--- config.mk ---
export PLATFORM = sky130hd
export DESIGN_NAME = pixel_load_pipeline_sync
export DESIGN_NICKNAME = d
export VERILOG_FILES = /design/src/shared/pixel_sync_pkg.sv /design/src/verilog/latency_line.sv /design/src/verilog/pixel_load_pipeline_sync.sv
export SDC_FILE = /design/constraint.sdc
export NUM_CORES = 1
export LEC_CHECK = 0
export BUFFER_PORTS_ARGS = -buffer_cell sky130_fd_sc_hd__clkbuf_2
export CAP_MARGIN = 10
export CORE_MARGIN = 2
export CORE_UTILIZATION = 55
export CTS_CLUSTER_SIZE = 10
export DETAILED_ROUTE_END_ITERATION = 10
export PLACE_DENSITY = 0.75
export SKIP_LAST_GASP = 1
export SLEW_MARGIN = 25
export SYNTH_ARGS = -nofsm -noshare
export SYNTH_HDL_FRONTEND = slang
export SYNTH_SLANG_ARGS = --single-unit
--- constraint.sdc ---
create_clock -name ref_clk -period 4.55 [get_ports ref_clk]
set_clock_uncertainty 0.05 [all_clocks]
set_input_delay 0.2275 -clock ref_clk [delete_from_list [all_inputs] [get_ports ref_clk]]
set_output_delay 0.2275 -clock ref_clk [all_outputs]
set_load 0.02 [all_outputs]
--- src/shared/pixel_sync_pkg.sv ---
`default_nettype none
package pixel_sync_pkg;
	// multiplexing ratios between pixel clock and load strobe
	localparam logic [2:0] MUX_RATIO_4 = 3'h4;
	localparam logic [2:0] MUX_RATIO_5 = 3'h5;
	// pipeline latency in pixel clock cycles
	localparam logic [3:0] LATENCY_MIN = 4'h6;
	localparam logic [3:0] LATENCY_MAX = 4'ha;
	localparam logic [3:0] LATENCY_ALIGNED = 4'h8;
	localparam int LATENCY_DEPTH = 10;
	// load strobe rising edges needed while the clock pair is frozen
	localparam logic [1:0] FREEZE_EDGES = 2'h3;
	// reset values and blink counter width
	localparam logic [2:0] PHASE_RESET = 3'h0;
	localparam logic [1:0] FREEZE_COUNT_RESET = 2'h0;
	localparam int BLINK_WIDTH = 16;
endpackage
`default_nettype wire

--- src/verilog/latency_line.sv ---
`default_nettype none
module latency_line #(
	parameter int WIDTH = 8,
	parameter int DEPTH = 10
) (
	// clock and reset
	input wire logic ref_clk,
	input wire logic rst_n,
	// shift control
	input wire logic shift_en,
	input wire logic [3:0] latency,
	// data
	input wire logic [WIDTH-1:0] din,
	output logic [WIDTH-1:0] dout
);
	import pixel_sync_pkg::*;

	initial begin
		if (WIDTH < 1 || DEPTH < 1 || DEPTH > 15)
			$error("latency_line: unsupported WIDTH or DEPTH");
	end

	typedef struct packed {
		logic [DEPTH-1:0][WIDTH-1:0] taps;
		logic [WIDTH-1:0] out;
	} line_state_t;

	line_state_t state_reg;
	line_state_t state_next;

	////////////////////////////////////////////////////////////////////////
	always_comb begin
		state_next = state_reg;
		if (shift_en) begin
			// sample taken latency ticks ago appears now
			if (latency >= 4'h1 && int'(latency) <= DEPTH) begin
				state_next.out = state_reg.taps[latency - 4'h1];
			end
			state_next.taps[0] = din;
			for (int i = 1; i < DEPTH; i++) begin
				state_next.taps[i] = state_reg.taps[i-1];
			end
		end
	end

	always_ff @(posedge ref_clk or negedge rst_n) begin
		if (!rst_n) begin
			state_reg <= '0;
		end else begin
			state_reg <= state_next;
		end
	end

	assign dout = state_reg.out;
endmodule
`default_nettype wire

--- src/verilog/pixel_load_pipeline_sync.sv ---
// Function
// - without alignment the pipeline latency is some fixed value from six to ten.
// - finishing the hold-and-restart sequence fixes latency at exactly eight cycles.
// - alignment leaves the blink counter untouched.
// - the frozen state may last any time without losing the alignment.
// - blink circuitry is initialised by reset, usable without alignment.
`default_nettype none
module pixel_load_pipeline_sync #(
	parameter int PIXEL_WIDTH = 8,
	parameter logic [3:0] POWERUP_LATENCY = pixel_sync_pkg::LATENCY_MIN
) (
	// clock and reset
	input wire logic ref_clk,
	input wire logic rst_n,
	// pixel clock pair and load strobe from the clock generator
	input wire logic pixel_clk_true,
	input wire logic pixel_clk_comp,
	input wire logic load_strobe,
	// configuration
	input wire logic mux_5to1,
	// pixel data
	input wire logic [PIXEL_WIDTH-1:0] pixel_in,
	output logic [PIXEL_WIDTH-1:0] pixel_out,
	// status
	output logic [2:0] serial_phase,
	output logic [3:0] latency_cycles,
	output logic latency_fixed,
	output logic [1:0] freeze_count,
	output logic [pixel_sync_pkg::BLINK_WIDTH-1:0] blink_count
);
	import pixel_sync_pkg::*;

	initial begin
		if (PIXEL_WIDTH < 1)
			$error("pixel_load_pipeline_sync: PIXEL_WIDTH must be positive");
		if (POWERUP_LATENCY < LATENCY_MIN || POWERUP_LATENCY > LATENCY_MAX)
			$error("pixel_load_pipeline_sync: POWERUP_LATENCY outside six to ten");
	end

	typedef struct packed {
		logic clk_true_d;
		logic load_d;
		logic [1:0] freeze_edges;
		logic armed;
		logic fixed;
		logic [3:0] latency;
		logic [2:0] phase;
		logic [BLINK_WIDTH-1:0] blink;
	} sync_state_t;

	sync_state_t state_reg;
	sync_state_t state_next;

	logic clk_rise;
	logic clk_fall;
	logic load_rise;
	logic frozen_level;
	logic [2:0] ratio_last;

	////////////////////////////////////////////////////////////////////////
	// edge detection on the sampled clock pins
	assign clk_rise = pixel_clk_true && !state_reg.clk_true_d;
	assign clk_fall = !pixel_clk_true && state_reg.clk_true_d;
	assign load_rise = load_strobe && !state_reg.load_d;
	assign frozen_level = pixel_clk_true && !pixel_clk_comp;
	// serializer wraps at ratio minus one
	assign ratio_last = (mux_5to1 ? MUX_RATIO_5 : MUX_RATIO_4) - 3'h1;

	////////////////////////////////////////////////////////////////////////
	always_comb begin
		state_next = state_reg;
		state_next.clk_true_d = pixel_clk_true;
		state_next.load_d = load_strobe;

		// a running clock leaves at most one load edge per high phase
		if (clk_fall) begin
			state_next.freeze_edges = FREEZE_COUNT_RESET;
		end else if (frozen_level && load_rise && state_reg.freeze_edges != FREEZE_EDGES) begin
			state_next.freeze_edges = state_reg.freeze_edges + 2'h1;
		end
		// arming survives an unlimited hold; only the restart consumes it
		if (frozen_level && load_rise && state_reg.freeze_edges == FREEZE_EDGES - 2'h1) begin
			state_next.armed = 1'b1;
		end

		// serializer phase follows pixel clock rising edges
		if (clk_rise) begin
			if (state_reg.phase >= ratio_last) begin
				state_next.phase = PHASE_RESET;
			end else begin
				state_next.phase = state_reg.phase + 3'h1;
			end
		end

		// restart after a qualified freeze: realign and fix the latency
		if (clk_fall && state_reg.armed) begin
			state_next.armed = 1'b0;
			state_next.phase = PHASE_RESET;
			state_next.latency = LATENCY_ALIGNED;
			state_next.fixed = 1'b1;
		end

		// blink timing runs from load strobe and only reset clears it
		if (load_rise) begin
			state_next.blink = state_reg.blink + 1'b1;
		end
	end

	always_ff @(posedge ref_clk or negedge rst_n) begin
		if (!rst_n) begin
			state_reg.clk_true_d <= 1'b0;
			state_reg.load_d <= 1'b0;
			state_reg.freeze_edges <= FREEZE_COUNT_RESET;
			state_reg.armed <= 1'b0;
			state_reg.fixed <= 1'b0;
			state_reg.latency <= POWERUP_LATENCY;
			state_reg.phase <= PHASE_RESET;
			state_reg.blink <= '0;
		end else begin
			state_reg <= state_next;
		end
	end

	////////////////////////////////////////////////////////////////////////
	// pixel pipeline advancing on each pixel clock rising edge
	latency_line #(
		.WIDTH(PIXEL_WIDTH),
		.DEPTH(LATENCY_DEPTH)
	) u_line (
		.ref_clk(ref_clk),
		.rst_n(rst_n),
		.shift_en(clk_rise),
		.latency(state_reg.latency),
		.din(pixel_in),
		.dout(pixel_out)
	);

	assign serial_phase = state_reg.phase;
	assign latency_cycles = state_reg.latency;
	assign latency_fixed = state_reg.fixed;
	assign freeze_count = state_reg.freeze_edges;
	assign blink_count = state_reg.blink;
endmodule
`default_nettype wire
==> implementation parameters <==
Parameter                              Value

STA
  Worst-margin pin slew    0.770 ns
  Final setup fails    0
  Shortest period the worst path allows    1.96 ns
  Worst Hold Slack    0.00972 ns
  RSZ-0062 raised after global routing    no
  Hold violation total from the final report    0
  Setup WS post-layout    roughly 2.6 ns
  Final cycle utilization of the critical path    0.430
  FMAX    approximately 510 MHz
  Final setup TNS    0 ns
  Final slew viol count    0
  Worst rel slew slack    0.486

Detailed routing
  Final WL    7670 um
  Average via count per standard cell    5.17
  Via count    ~3100
  Remaining antenna violation count    0
  Number of remaining DRC errors    0
  Drt pass-1 iters    4
  Wire length per cell    between 10 and 15 um
  Iter 0 DRT Violations    184

Clock tree
  Buffer cell driving the clock tree root    clkbuf_8
  Number of setup buffers added after CTS    0
  CTS tree    done
  Number of buffers created by CTS    9
  Number of sinks handled by clock tree synthesis    98
  Longest Clk Path Bufs    2
  Worst skew pair latency    0.36 ns
  Clock edge transition at the registers on the reported setup and hold paths    0.09 ns
  H-Tree Level Count    3

Die
  Horiz. Die Dim    93.8 um
  Total core area    7770 um2
  Total number of placement rows    32
  Die Y    93.8 um
  Initial core utilization    0.570
  Die Footprint    between 8000 and 9000 um2
  Number of placed I/O pins    48

Final layout
  Final Instance Count excl. Fillers    598
  Sequential cell area    2450 um2
  Fin util    0.613
  Multi-input combinational cell area    1590 um2
  Area Overhead vs Synth    7.43%
  Fraction of layout cells with a size suffix above 1    0.151
  Largest register FFs    between 60 and 70
  Fin nets    512
  Most frequent cells in the layout    184 x nand2_1, 96 x dfrtp_1, 45 x clkbuf_2
  Post-route cell area    ~4800 um2
  Ant. Diodes    0
  # fillers    683
  Most frequent standard cell in the layout excluding fill and tap cells    nand2_1

Placed design
  Detailed-placement wirelength estimate    4770 um
  Pre-CTS setup slack    2.50 ns
  Gpl congestion    a little under 0.8
  Number of cells in the design after placement    578
  Port Buf Inserts    46
  Placed Instance Area    4480 um2

Global route
  Most used routing layer    met2
  Overflow left after global routing    0
  Maximum number of pins on one net before global-route repair    62
  Met3 routing resource usage after global routing    0.0297
  GRT met1 Usage    0.258
  All-Layer GR Usage    0.188
  Wire length of the first global-routing pass    roughly 13000 um
  Met2 Usage GRT    0.296
  Number of antenna violations at the first check in global routing    0
  Vias in the first global route    2898

Power and ir drop
  Tot Pwr    2.13 mW
  Total power divided by cell area    448 nW/um2
  Maximum VDD drop    just under 0.0002 V
  Leakage    2.50 nW

Yosys
  Number of library cell types mapped by synthesis    39
  Part of the Yosys area used for sequential elements    0.554
  Async set-or-reset flop fraction in the synthesized netlist    1.00
  Gate count after technology mapping    482
  Synth Register Bits    98
  Synth Net Count    approximately 500
  Area of the mapped netlist    4430 um2
  Synth Warn #    0
  Most frequently used flop master after synthesis    dfrtp_1
  Number of enable flip-flop cells after synthesis    0
  Per-instance average area after synthesis    9.19 um2

Setup path
  Critical setup path kind    reg2reg
  Max stage delay on crit path    0.46 ns
  Critical Path Slowest Stage Cell    dfrtp_1
  Maximum fanout count along the critical path    39
  Crit path from    state_reg[28]
  FF-to-FF Start    state_reg[28]
  Flop-to-flop setup slack    2.59 ns
  Worst setup path end    serial_phase[1]
  Category of the worst setup path launch point    flip-flop
  Critical R2R Capture    serial_phase[1]
  Count of buffering cells on the critical path with inverters included    2
  Required time at the endpoint of the critical path    4.76 ns
  Cell family with the largest share of critical-path delay    buffers and inverters
  Depth of the worst register-to-register path    5
  Cells along the critical path    inv_1 > nand2_2 > buf_4 > o22ai_1 > a211oi_1
  CP Data Arrival Time    2.17 ns
  Kind of end point of the critical path    flip-flop
  Depth of the critical timing path with buffers and inverters included    5

Worst hold path
  Kind of path behind the tightest hold check    in2reg
  Hold depth    3

Outcome
  Result of the run    completed

Run
  Max-Cap Viols    0
where the power goes:
group	internal, mW	leakage [nW]	switching, mW
Clock	0.309	0.105	0.298
Combinational	0.152	1.11	0.231
Sequential	1.02	1.28	0.126
Total	1.48	2.50	0.655
worst min-delay path, stage by stage:
cell and delay (ns):
clkbuf_2 0.07, nand2_1 0.04, nand2_1 0.04
cell families after synthesis:
group / synth area share
and+or+nand+nor: 0.223
DFF: 0.554
buffers and inverters: 0.0895
AOI/OAI and AO/OA: 0.0794
xor gates and xnor gates: 0.0316
adders and majority gates: 0.0198
other: 0.000846
muxes: 0.00226
area by class of cell:
type                    count  share of cell area
flip-flops and latches     98               0.516
clock inverters             7              0.0197
repair buffers             54              0.0673
inverters                  13              0.0103
clock buffers               9              0.0260
well taps                 102              0.0268
multi-input cells         315               0.334
repair_timing:
action / CTS / global route
resized for setup: 0 / 0
setup endpoints to repair: 0 / 0
hold buffers: 3 / 0
hold endpoints to repair: 61 / 0
cell usage after synthesis (2+ instances only):
library cell	number	area share
nand2_1	185	0.16
dfrtp_1	97	0.55
buf_4	33	0.056
nor2_1	14	0.012
inv_1	13	0.011
a21oi_1	12	0.014
buf_2	11	0.012
nand2b_1	11	0.016
xnor2_1	10	0.020
a31oi_1	9	0.013
o22ai_1	9	0.013
o31ai_1	9	0.015
nand3_1	8	0.0090
o21ai_0	8	0.0090
clkbuf_1	7	0.0059
ha_1	7	0.020
xor2_1	6	0.012
buf_1	5	0.0042
nand4_1	3	0.0042
a21o_1	2	0.0034
a22o_1	2	0.0040
and3_1	2	0.0028
nor2b_1	2	0.0028
nor3_1	2	0.0023
per-layer routing:
layer	vias up	routed length, um
met5	-	0
met4	0	81
met3	7	260
met2	57	3570
met1	1496	3760
li1	1534	-
worst min-delay path by stage:
stage | startpoint | end | slack [ns]
2_1_floorplan | rst_n | blink_count[0] | -0.12
3_3_place_gp | rst_n | blink_count[8] | 0.30
3_5_place_dp | rst_n | blink_count[10] | 0.31
4_1_cts | pixel_in[7] | u_line.state_reg[15] | 0.002
5_1_grt | pixel_in[2] | u_line.state_reg[10] | 0.01
6_report | pixel_in[7] | u_line.state_reg[15] | 0.01
Power figures use the tool's default switching activity.
